--- config.mk ---
export PLATFORM = sky130hd
export DESIGN_NAME = csr_regs
export DESIGN_NICKNAME = d
export VERILOG_FILES = /design/src/design/csr_pkg.sv /design/src/design/csr_regs.sv
export SDC_FILE = /design/constraint.sdc
export NUM_CORES = 1
export LEC_CHECK = 0
export ABC_AREA = 1
export BUFFER_PORTS_ARGS = -buffer_cell sky130_fd_sc_hd__buf_2
export CAP_MARGIN = 20
export CORE_MARGIN = 3
export CORE_UTILIZATION = 34
export DETAILED_ROUTE_END_ITERATION = 12
export SYNTH_ARGS = -nofsm -noshare
export SYNTH_HDL_FRONTEND = slang
export SYNTH_SLANG_ARGS = --single-unit
--- constraint.sdc ---
create_clock -name sys_clk_i -period 2.5 [get_ports sys_clk_i]
set_input_delay 0.25 -clock sys_clk_i [delete_from_list [all_inputs] [get_ports sys_clk_i]]
set_output_delay 0.25 -clock sys_clk_i [all_outputs]
set_load 0.02 [all_outputs]
--- src/design/csr_pkg.sv ---
/*
 Constants and carrier types for the core status and interrupt
 register group. Assumes one 9-bit file address per access.
*/
package csr_pkg;
   // ------------------------------------------------------------
   // Register offsets (bank 0 / bank 1 form)
   // ------------------------------------------------------------
   localparam logic [8:0] STATUS_OFS = 9'h003;
   localparam logic [8:0] ICTL_OFS   = 9'h00b;
   localparam logic [8:0] PIR_OFS    = 9'h00c;
   localparam logic [8:0] OPTION_OFS = 9'h081;
   localparam logic [8:0] PIE_OFS    = 9'h08c;
   // ------------------------------------------------------------
   // Field positions
   // ------------------------------------------------------------
   localparam int ST_IND_PG   = 7;
   localparam int ST_RP_HI    = 6;
   localparam int ST_RP_LO    = 5;
   localparam int ST_TO       = 4;
   localparam int ST_SLEEP    = 3;
   localparam int ST_Z        = 2;
   localparam int ST_DC       = 1;
   localparam int ST_C        = 0;
   localparam int OPT_PU_DIS  = 7;
   localparam int OPT_EXT_EDG = 6;
   localparam int OPT_T0_SRC  = 5;
   localparam int OPT_T0_EDG  = 4;
   localparam int OPT_PS_OWN  = 3;
   localparam int OPT_RATE_HI = 2;
   localparam int IC_GLB_EN   = 7;
   localparam int IC_PER_EN   = 6;
   localparam int IC_T0_EN    = 5;
   localparam int IC_EXT_EN   = 4;
   localparam int IC_CHG_EN   = 3;
   localparam int IC_T0_FLG   = 2;
   localparam int IC_EXT_FLG  = 1;
   localparam int IC_CHG_FLG  = 0;
   // ------------------------------------------------------------
   // Reset values and write masks
   // ------------------------------------------------------------
   localparam logic [7:0] STATUS_RST = 8'h18;
   localparam logic [7:0] OPTION_RST = 8'hff;
   localparam logic [7:0] ICTL_RST   = 8'h00;
   localparam logic [7:0] PIE_RST    = 8'h00;
   localparam logic [7:0] PIR_RST    = 8'h00;
   localparam logic [7:0] PIE_WMASK  = 8'hf7;
   localparam logic [7:0] PIR_WMASK  = 8'hc7;
   localparam logic [3:0] T0_DIV_MIN = 4'h1;
   // ------------------------------------------------------------
   // Types
   // ------------------------------------------------------------
   typedef enum logic [2:0] {
      ALU_NONE  = 3'h0,
      ALU_ADD   = 3'h1,
      ALU_SUB   = 3'h2,
      ALU_LOGIC = 3'h3,
      ALU_ROR   = 3'h4,
      ALU_ROL   = 3'h5
   } csr_alu_op_t;
   typedef enum logic [2:0] {
      SEL_NONE   = 3'h0,
      SEL_STATUS = 3'h1,
      SEL_ICTL   = 3'h2,
      SEL_OPTION = 3'h3,
      SEL_PIE    = 3'h4,
      SEL_PIR    = 3'h5
   } csr_sel_t;
   typedef struct packed {
      csr_alu_op_t op;
      logic [7:0]  a;
      logic [7:0]  b;
      logic [7:0]  result;
   } csr_alu_req_t;
   typedef struct packed {
      logic [7:0] status;
      logic [7:0] option;
      logic [7:0] interrupt_control;
      logic [7:0] pie;
      logic [7:0] pir;
      logic [7:0] rd_data;
      logic [1:0] ext_sync;
      logic       ext_last;
      logic [3:0] rb_sync0;
      logic [3:0] rb_sync1;
      logic [3:0] rb_last;
      logic [1:0] tck_sync;
      logic       tck_last;
      logic       irq;
      logic       t0_tick;
      logic [7:0] pullup_en;
      logic [3:0] t0_div_log2;
      logic [2:0] wdt_div_log2;
   } csr_state_t;
endpackage : csr_pkg

--- src/design/csr_regs.sv ---
/*
 Core status, option, interrupt control and peripheral interrupt
 registers. Assumes the core presents one operand access and one
 ALU flag request per clock, all on sys_clk_i.
*/
// Summary of operation
// - Flag-updating op blocks status flag writes
// - Status bit 7 picks indirect upper banks
// - Status bits 6-5 pick direct bank
// - Timeout flag: one at start, zero on expiry
// - Sleep flag: one at start, zero on sleep
// - Zero flag follows result equal zero
// - Nibble carry, inverted as borrow on subtract
// - Carry from top bit, inverted borrow
// - Rotates load carry with bit shifted out
// - Option bit 7 disables all pull-ups
// - Option bit 6 picks external edge
// - Option bits 5-4 pick timer0 source, edge
// - Option bit 3 gives prescaler to watchdog
// - Rate field picks doubling divide ratios
// - Flags set regardless of any enable
// - Global enable gates every interrupt
// - Peripheral enable gates peripheral interrupts
// - Timer0 overflow flag sticky, masked by bit 5
// - External edge flag sticky, masked by bit 4
// - Port change flag sticky, masked by bit 3
// - Peripheral enables, bit 3 reads zero
// - Peripheral flags mirror enables, always set
`timescale 1ns/100ps
module csr_regs (
   // Clock and reset
   input  wire logic                  sys_clk_i,
   input  wire logic                  resetn_i,
   // Register operand access
   input  wire logic [8:0]            addr_i,
   input  wire logic                  wr_en_i,
   input  wire logic [7:0]            wr_data_i,
   input  wire logic                  rd_en_i,
   output logic      [7:0]            rd_data_o,
   // ALU flag request
   input  wire csr_pkg::csr_alu_req_t alu_i,
   // Core events
   input  wire logic                  wdt_clear_i,
   input  wire logic                  sleep_i,
   input  wire logic                  wdt_timeout_i,
   input  wire logic                  timer0_ovf_i,
   input  wire logic [7:0]            periph_evt_i,
   input  wire logic [7:0]            port_latch_i,
   // Pins
   input  wire logic                  ext_irq_pin_i,
   input  wire logic [3:0]            port_b_hi_i,
   input  wire logic                  timer_clk_pin_i,
   // Status and configuration
   output logic [7:0]                 status_o,
   output logic                       indirect_page_o,
   output logic [1:0]                 direct_bank_o,
   output logic [7:0]                 option_o,
   output logic [7:0]                 pullup_en_o,
   output logic                       timer0_tick_o,
   output logic                       prescaler_owner_o,
   output logic [3:0]                 t0_div_log2_o,
   output logic [2:0]                 wdt_div_log2_o,
   // Interrupt request
   output logic                       irq_o
);

   // ------------------------------------------------------------
   // Address decode
   // ------------------------------------------------------------
   // Status and interrupt control mirror in all four banks,
   // option in banks 1 and 3.
   function automatic csr_pkg::csr_sel_t reg_sel(
      input logic [8:0] a
   );
      if (a[6:0] == csr_pkg::STATUS_OFS[6:0]) begin
         return csr_pkg::SEL_STATUS;
      end
      if (a[6:0] == csr_pkg::ICTL_OFS[6:0]) begin
         return csr_pkg::SEL_ICTL;
      end
      if (a[7:0] == csr_pkg::OPTION_OFS[7:0]) begin
         return csr_pkg::SEL_OPTION;
      end
      if (a == csr_pkg::PIE_OFS) begin
         return csr_pkg::SEL_PIE;
      end
      if (a == csr_pkg::PIR_OFS) begin
         return csr_pkg::SEL_PIR;
      end
      return csr_pkg::SEL_NONE;
   endfunction : reg_sel

   csr_pkg::csr_state_t s_r;
   csr_pkg::csr_state_t s_nxt;

   csr_pkg::csr_sel_t   sel;
   logic [7:0]          b_eff;
   logic                cin;
   logic [8:0]          sum9;
   logic [4:0]          nib5;
   logic                ext_edge;
   logic                rb_change;
   logic                tck_edge;
   logic                core_pend;
   logic                peri_pend;

   // ------------------------------------------------------------
   // Next state
   // ------------------------------------------------------------
   always_comb begin
      s_nxt = s_r;
      sel   = reg_sel(addr_i);

      // Pin synchronisers; edge logic looks only at stage two
      s_nxt.ext_sync = {s_r.ext_sync[0], ext_irq_pin_i};
      s_nxt.ext_last = s_r.ext_sync[1];
      s_nxt.rb_sync0 = port_b_hi_i;
      s_nxt.rb_sync1 = s_r.rb_sync0;
      s_nxt.rb_last  = s_r.rb_sync1;
      s_nxt.tck_sync = {s_r.tck_sync[0], timer_clk_pin_i};
      s_nxt.tck_last = s_r.tck_sync[1];

      if (s_r.option[csr_pkg::OPT_EXT_EDG]) begin
         ext_edge = s_r.ext_sync[1] & ~s_r.ext_last;
      end else begin
         ext_edge = ~s_r.ext_sync[1] & s_r.ext_last;
      end
      // Any change on the upper four pins counts; there is no edge choice
      rb_change = |(s_r.rb_sync1 ^ s_r.rb_last);

      // Subtract adds the two's complement of the second operand
      if (alu_i.op == csr_pkg::ALU_SUB) begin
         b_eff = ~alu_i.b;
         cin   = 1'b1;
      end else begin
         b_eff = alu_i.b;
         cin   = 1'b0;
      end
      // Nine bits keep the carry out of the top bit
      sum9 = {1'b0, alu_i.a} + {1'b0, b_eff} + {8'h00, cin};
      nib5 = {1'b0, alu_i.a[3:0]} + {1'b0, b_eff[3:0]} + {4'h0, cin};

      // ----------------------------------------------------------
      // Status register
      // ----------------------------------------------------------
      if (wr_en_i && sel == csr_pkg::SEL_STATUS) begin
         s_nxt.status[7:5] = wr_data_i[7:5];
         if (alu_i.op == csr_pkg::ALU_NONE) begin
            s_nxt.status[2:0] = wr_data_i[2:0];
         end
      end
      case (alu_i.op)
         csr_pkg::ALU_ADD,
         csr_pkg::ALU_SUB: begin
            s_nxt.status[csr_pkg::ST_Z]  = (sum9[7:0] == 8'h00);
            s_nxt.status[csr_pkg::ST_DC] = nib5[4];
            s_nxt.status[csr_pkg::ST_C]  = sum9[8];
         end
         csr_pkg::ALU_LOGIC: begin
            s_nxt.status[csr_pkg::ST_Z] = (alu_i.result == 8'h00);
         end
         csr_pkg::ALU_ROR: begin
            s_nxt.status[csr_pkg::ST_C] = alu_i.a[0];
         end
         csr_pkg::ALU_ROL: begin
            s_nxt.status[csr_pkg::ST_C] = alu_i.a[7];
         end
         default: begin
         end
      endcase
      // Timeout and sleep flags never take a write
      if (wdt_clear_i) begin
         s_nxt.status[csr_pkg::ST_TO] = 1'b1;
         s_nxt.status[csr_pkg::ST_SLEEP] = 1'b1;
      end
      if (sleep_i) begin
         s_nxt.status[csr_pkg::ST_TO] = 1'b1;
         s_nxt.status[csr_pkg::ST_SLEEP] = 1'b0;
      end
      // Expiry is the last word: it must survive a same-cycle clear
      if (wdt_timeout_i) begin
         s_nxt.status[csr_pkg::ST_TO] = 1'b0;
      end

      // ----------------------------------------------------------
      // Option register
      // ----------------------------------------------------------
      if (wr_en_i && sel == csr_pkg::SEL_OPTION) begin
         s_nxt.option = wr_data_i;
      end

      // ----------------------------------------------------------
      // Interrupt control and peripheral registers
      // ----------------------------------------------------------
      if (wr_en_i && sel == csr_pkg::SEL_ICTL) begin
         s_nxt.interrupt_control = wr_data_i;
      end
      // Hardware set after the write, so a set beats a clear
      if (timer0_ovf_i) begin
         s_nxt.interrupt_control[csr_pkg::IC_T0_FLG] = 1'b1;
      end
      if (ext_edge) begin
         s_nxt.interrupt_control[csr_pkg::IC_EXT_FLG] = 1'b1;
      end
      if (rb_change) begin
         s_nxt.interrupt_control[csr_pkg::IC_CHG_FLG] = 1'b1;
      end
      if (wr_en_i && sel == csr_pkg::SEL_PIE) begin
         s_nxt.pie = wr_data_i & csr_pkg::PIE_WMASK;
      end
      // Receive and transmit flags follow their peripherals, so
      // software can neither set nor clear them here
      if (wr_en_i && sel == csr_pkg::SEL_PIR) begin
         s_nxt.pir = (s_r.pir & ~csr_pkg::PIR_WMASK)
                   | (wr_data_i & csr_pkg::PIR_WMASK);
      end
      s_nxt.pir = s_nxt.pir | (periph_evt_i & csr_pkg::PIE_WMASK);

      // ----------------------------------------------------------
      // Interrupt request
      // ----------------------------------------------------------
      // Registered request: one cycle behind the flags, but free of
      // glitches from the enable and flag decode
      core_pend = (s_r.interrupt_control[csr_pkg::IC_T0_EN] & s_r.interrupt_control[csr_pkg::IC_T0_FLG])
                | (s_r.interrupt_control[csr_pkg::IC_EXT_EN] & s_r.interrupt_control[csr_pkg::IC_EXT_FLG])
                | (s_r.interrupt_control[csr_pkg::IC_CHG_EN] & s_r.interrupt_control[csr_pkg::IC_CHG_FLG]);
      peri_pend = s_r.interrupt_control[csr_pkg::IC_PER_EN] & (|(s_r.pie & s_r.pir));
      s_nxt.irq = s_r.interrupt_control[csr_pkg::IC_GLB_EN] & (core_pend | peri_pend);

      // ----------------------------------------------------------
      // Read port
      // ----------------------------------------------------------
      if (rd_en_i) begin
         case (sel)
            csr_pkg::SEL_STATUS: s_nxt.rd_data = s_r.status;
            csr_pkg::SEL_ICTL:   s_nxt.rd_data = s_r.interrupt_control;
            csr_pkg::SEL_OPTION: s_nxt.rd_data = s_r.option;
            csr_pkg::SEL_PIE:    s_nxt.rd_data = s_r.pie;
            csr_pkg::SEL_PIR:    s_nxt.rd_data = s_r.pir;
            default:             s_nxt.rd_data = 8'h00;
         endcase
      end

      // ----------------------------------------------------------
      // Option-driven outputs
      // ----------------------------------------------------------
      // Pull-up enables lag the latch by one cycle; weak pull-ups
      // are slow enough that this never shows on the pins
      if (s_r.option[csr_pkg::OPT_PU_DIS]) begin
         s_nxt.pullup_en = 8'h00;
      end else begin
         s_nxt.pullup_en = port_latch_i;
      end
      if (s_r.option[csr_pkg::OPT_T0_EDG]) begin
         tck_edge = ~s_r.tck_sync[1] & s_r.tck_last;
      end else begin
         tck_edge = s_r.tck_sync[1] & ~s_r.tck_last;
      end
      // Internal source ticks once per instruction clock
      if (s_r.option[csr_pkg::OPT_T0_SRC]) begin
         s_nxt.t0_tick = tck_edge;
      end else begin
         s_nxt.t0_tick = 1'b1;
      end
      // Timer0 divides by two at the lowest rate, the watchdog by one
      s_nxt.t0_div_log2  = {1'b0, s_r.option[csr_pkg::OPT_RATE_HI:0]}
                         + csr_pkg::T0_DIV_MIN;
      s_nxt.wdt_div_log2 = s_r.option[csr_pkg::OPT_RATE_HI:0];
   end

   // ------------------------------------------------------------
   // State register
   // ------------------------------------------------------------
   always_ff @(posedge sys_clk_i) begin
      if (!resetn_i) begin
         s_r              <= '0;
         s_r.status       <= csr_pkg::STATUS_RST;
         s_r.option       <= csr_pkg::OPTION_RST;
         s_r.interrupt_control       <= csr_pkg::ICTL_RST;
         s_r.pie          <= csr_pkg::PIE_RST;
         s_r.pir          <= csr_pkg::PIR_RST;
      end else begin
         s_r <= s_nxt;
      end
   end

   // ------------------------------------------------------------
   // Outputs, each straight from the state register
   // ------------------------------------------------------------
   assign rd_data_o         = s_r.rd_data;
   assign status_o          = s_r.status;
   assign indirect_page_o   = s_r.status[csr_pkg::ST_IND_PG];
   assign direct_bank_o     = s_r.status[csr_pkg::ST_RP_HI:csr_pkg::ST_RP_LO];
   assign option_o          = s_r.option;
   assign pullup_en_o       = s_r.pullup_en;
   assign timer0_tick_o     = s_r.t0_tick;
   assign prescaler_owner_o = s_r.option[csr_pkg::OPT_PS_OWN];
   assign t0_div_log2_o     = s_r.t0_div_log2;
   assign wdt_div_log2_o    = s_r.wdt_div_log2;
   assign irq_o             = s_r.irq;

endmodule : csr_regs

==> results.rst <==
.. list-table::
   :header-rows: 1

   * - Metric
     - Value
   * - Commonest cells in the netlist
     - nand2_1 (126), dfxtp_1 (81), inv_1 (80)
   * - Avg Vias per Cell
     - 4.60
   * - Initial cell density of the core
     - 35.7%
   * - Number of flip-flops and latches in the synthesized netlist
     - 81
   * - Number of endpoints failing setup at the final stage
     - 0
   * - Cell type with the largest total area after synthesis
     - dfxtp_1
   * - Hold Worst Slack
     - roughly 92 ps
   * - Gate count after technology mapping
     - 568
   * - Clock insertion delay at the later pin of the skew report
     - 340 ps
   * - Area added between synthesis and finish
     - 16.8%
   * - Global-route wire length before repair
     - 16200 µm
   * - Fraction of final layout cells with drive strength greater than 1
     - 27.2%
   * - Static leakage
     - 0.00258 µW
   * - IO Count
     - 119
   * - Cells along the critical path
     - buf_2 -> inv_2 -> nand3_2 -> xnor2_1 -> ha_1 -> a21oi_1 -> nand2_1 -> nand2_1 -> nand2_1 -> nor2_2 -> nand3_2 -> nor2_2 -> nand3_1 -> a21oi_2
   * - Slowest cell on the critical path
     - a21oi_1
   * - Number of inserted filler cells in the final layout
     - 1219
   * - Slack of the worst reg-to-reg path
     - 1250 ps
   * - Final Hold Violating Endpoints
     - 0
   * - Core ar.
     - between 10000 and 15000 µm²
   * - CTS Sinks
     - 81
   * - Total iterations of the first detailed-routing run
     - 4
   * - Count leader, synth
     - nand2_1
   * - # DRC
     - 0
   * - Leftover overflow at the end of global routing
     - 0
   * - Avg Cell Area, Syn
     - about 7.4 µm²
   * - Buffer count from post-CTS setup fixing
     - 0
   * - Max clock buf depth
     - 2
   * - Detail Route Antenna Nets
     - 0
   * - Origin of the critical flop-to-flop path
     - s_r[47]
   * - Data arrival time of the critical path
     - 2240 ps
   * - Placement Cell Area
     - around 4600 µm²
   * - Syn_nets
     - approximately 650
   * - Cell chosen for the clock root
     - clkbuf_16
   * - Number of nets at the end of the flow
     - around 730
   * - Core Util, Final
     - 41.7%
   * - Setup TNS
     - 0 ps
   * - Number of clock buffers inserted by TritonCTS
     - 9
   * - Die area
     - around 14000 µm²
   * - Slowest stage delay, CP
     - approximately 300 ps
   * - Post-CTS Resized
     - 0
   * - Number of distinct standard cells referenced by the synthesized netlist
     - 40
   * - RSZ-0062 raised after global routing
     - false
   * - Hold Buf Count CTS
     - 0
   * - Row count
     - 39
   * - Post-layout minimum cycle time
     - 1970 ps
   * - Fmax
     - approximately 0.5 GHz
   * - Worst setup path start
     - alu_i[26]
   * - Worst-case vdd ir drop
     - 0.000270 V
   * - Detailed-placement wirelength estimate
     - 7940 µm
   * - Post-synth ARST share
     - 0%
   * - Count of input and output buffers
     - 117
   * - Transition time at the pin with the least slew margin
     - 733 ps
   * - # Max-Cap Violations
     - 0
   * - Total wirelength of the detailed-routed design
     - 10000 µm
   * - Iteration-0 DRC count of the detailed router
     - 191
   * - Hold Path Class
     - primary input to flip-flop
   * - Clk slew on worst S/H paths
     - 60 ps
   * - Final Slew Violations
     - 0
   * - Count of vias placed by the detailed router
     - roughly 3600
   * - Critical hold path startpoint
     - port_b_hi_i[2]
   * - Total power
     - 2960 µW
   * - Routed len/inst
     - 12.6 µm
   * - Required time reported for the critical path endpoint
     - 2770 ps
   * - Number of warning messages in the yosys log
     - 0
   * - Pwr dens
     - ~610 nW/µm²
   * - Deepest level of the CTS H-tree
     - 3
   * - Fraction of post-synthesis cell area in the top cell type by area
     - 38.8%
   * - Weighted congestion reported at the end of routability-driven placement
     - roughly 0.89
   * - Proportion of synthesized chip area in sequential cells
     - 38.8%
   * - Maximum fanout encountered on the critical timing path
     - 8
   * - Global routing usage summed across all routing layers
     - 15.1%
   * - Number of antenna repair diodes
     - 0
   * - Kind of end point of the critical path
     - flip-flop
   * - Vias in the first global route
     - around 3500
   * - Area contributors post-synth
     - dfxtp_1 (39%), nand2_1 (11%), buf_4 (7.5%), inv_1 (7.2%), a21oi_1 (4.8%)
   * - Antenna violations before repair
     - 0
   * - Slew HR
     - about half
   * - Maximum number of pins on one net before global-route repair
     - 46
   * - Final Cell Area
     - 4880 µm²
   * - Mapped cell area
     - 4180 µm²
   * - CTS tree
     - done
   * - Launching element type of the critical path
     - primary input
   * - Library cell appearing most often on the critical path
     - nand2_1
   * - Period Utilization, post-route
     - 78.8%
   * - Status
     - finished, final reports clean
   * - Die Y-Extent
     - approximately 120 µm
   * - Final Skew
     - 7.53 ps
   * - Main flop type after synthesis
     - dfxtp_1
   * - Worst setup path category
     - primary input to flip-flop
   * - Number of enable-type register cells in the synthesized netlist
     - 0
   * - Die W
     - 117 µm
## placed cells by master, fill, tap and decap left out, drive strengths merged, types with 2 or more instances in the layout
cell type / count
o22ai: 3
xor2: 4
nor3: 5
inv: 91
clkinvlp: 2
o21ai: 33
nor4: 3
nor2: 45
buf: 119
nand3b: 2
a21boi: 2
clkbuf: 10
a211oi: 2
nand2: 139
a21oi: 41
nand4: 8
ha: 11
xnor2: 10
clkinv: 3
dfxtp: 81
nand3: 28
a31oi: 2
## routing by layer
layer	global-route usage [%]	share of wire (%)	routed length [µm]
met1	18.9	45	4550
met2	25.0	47	4710
met3	3.39	5.4	538
met4	6.04	2.3	230
met5	0	0	0
## worst paths after layout
| path | endpoint | depth (start not counted) |
|---|---|---|
| max | status_o[2] | 14 |
| min | s_nxt[26] | 3 |
| max reg2reg | irq_o | 6 |
| min reg2reg | s_nxt[23] | 2 |
## sequential cells by signal, summed over array words and instances, names as in the netlist
| signal | cells |
|---|---|
| irq_o | 1 |
| option_o | 8 |
| pullup_en_o | 8 |
| rd_data_o | 8 |
| s_nxt | 12 |
| s_r | 28 |
| status_o | 8 |
| t0_div_log2_o | 4 |
| timer0_tick_o | 1 |
| wdt_div_log2_o | 3 |
## worst max-delay path: cells and delay by family
| family | cells | cell delay, ps |
|---|---|---|
| fa+ha+maj | 1 | 290 |
| xor+xnor | 1 | 270 |
| buf+inv | 2 | 200 |
| compound gates | 2 | 410 |
| simple gates | 8 | 810 |
## cell type report
class / instances / area (µm²) / share of cell area (%)
clock buffer: 10 / 239 / 4.89
multi-input combinational: 344 / 1850 / 37.9
sequential: 81 / 1620 / 33.2
inverter: 90 / 343 / 7.02
timing repair buffer: 119 / 601 / 12.3
clock inverter: 6 / 50.0 / 1.02
tap: 143 / 179 / 3.66
## per-stage QoR
step	cells	setup slack, ps
floorplan	568	588
global route	793	256
detailed placement	777	184
CTS	793	523
finish	793	530
global placement	777	240
## cell families (layout without fill, tap and decap cells)
kind of cell / after synthesis / after routing / share of synthesized area [%]
simple gates: 232 / 232 / 26.4
fa+ha+maj: 12 / 12 / 3.77
xor+xnor: 14 / 14 / 2.93
buf+inv: 143 / 225 / 17.0
flops: 81 / 81 / 38.8
compound gates: 86 / 86 / 11.1
## power breakdown
group / total (µW) / switching [µW] / internal [µW]
Clock: 1260 / 545 / 710
Combinational: 362 / 215 / 147
Sequential: 1350 / 22.3 / 1330
Power figures use the tool's default switching activity.
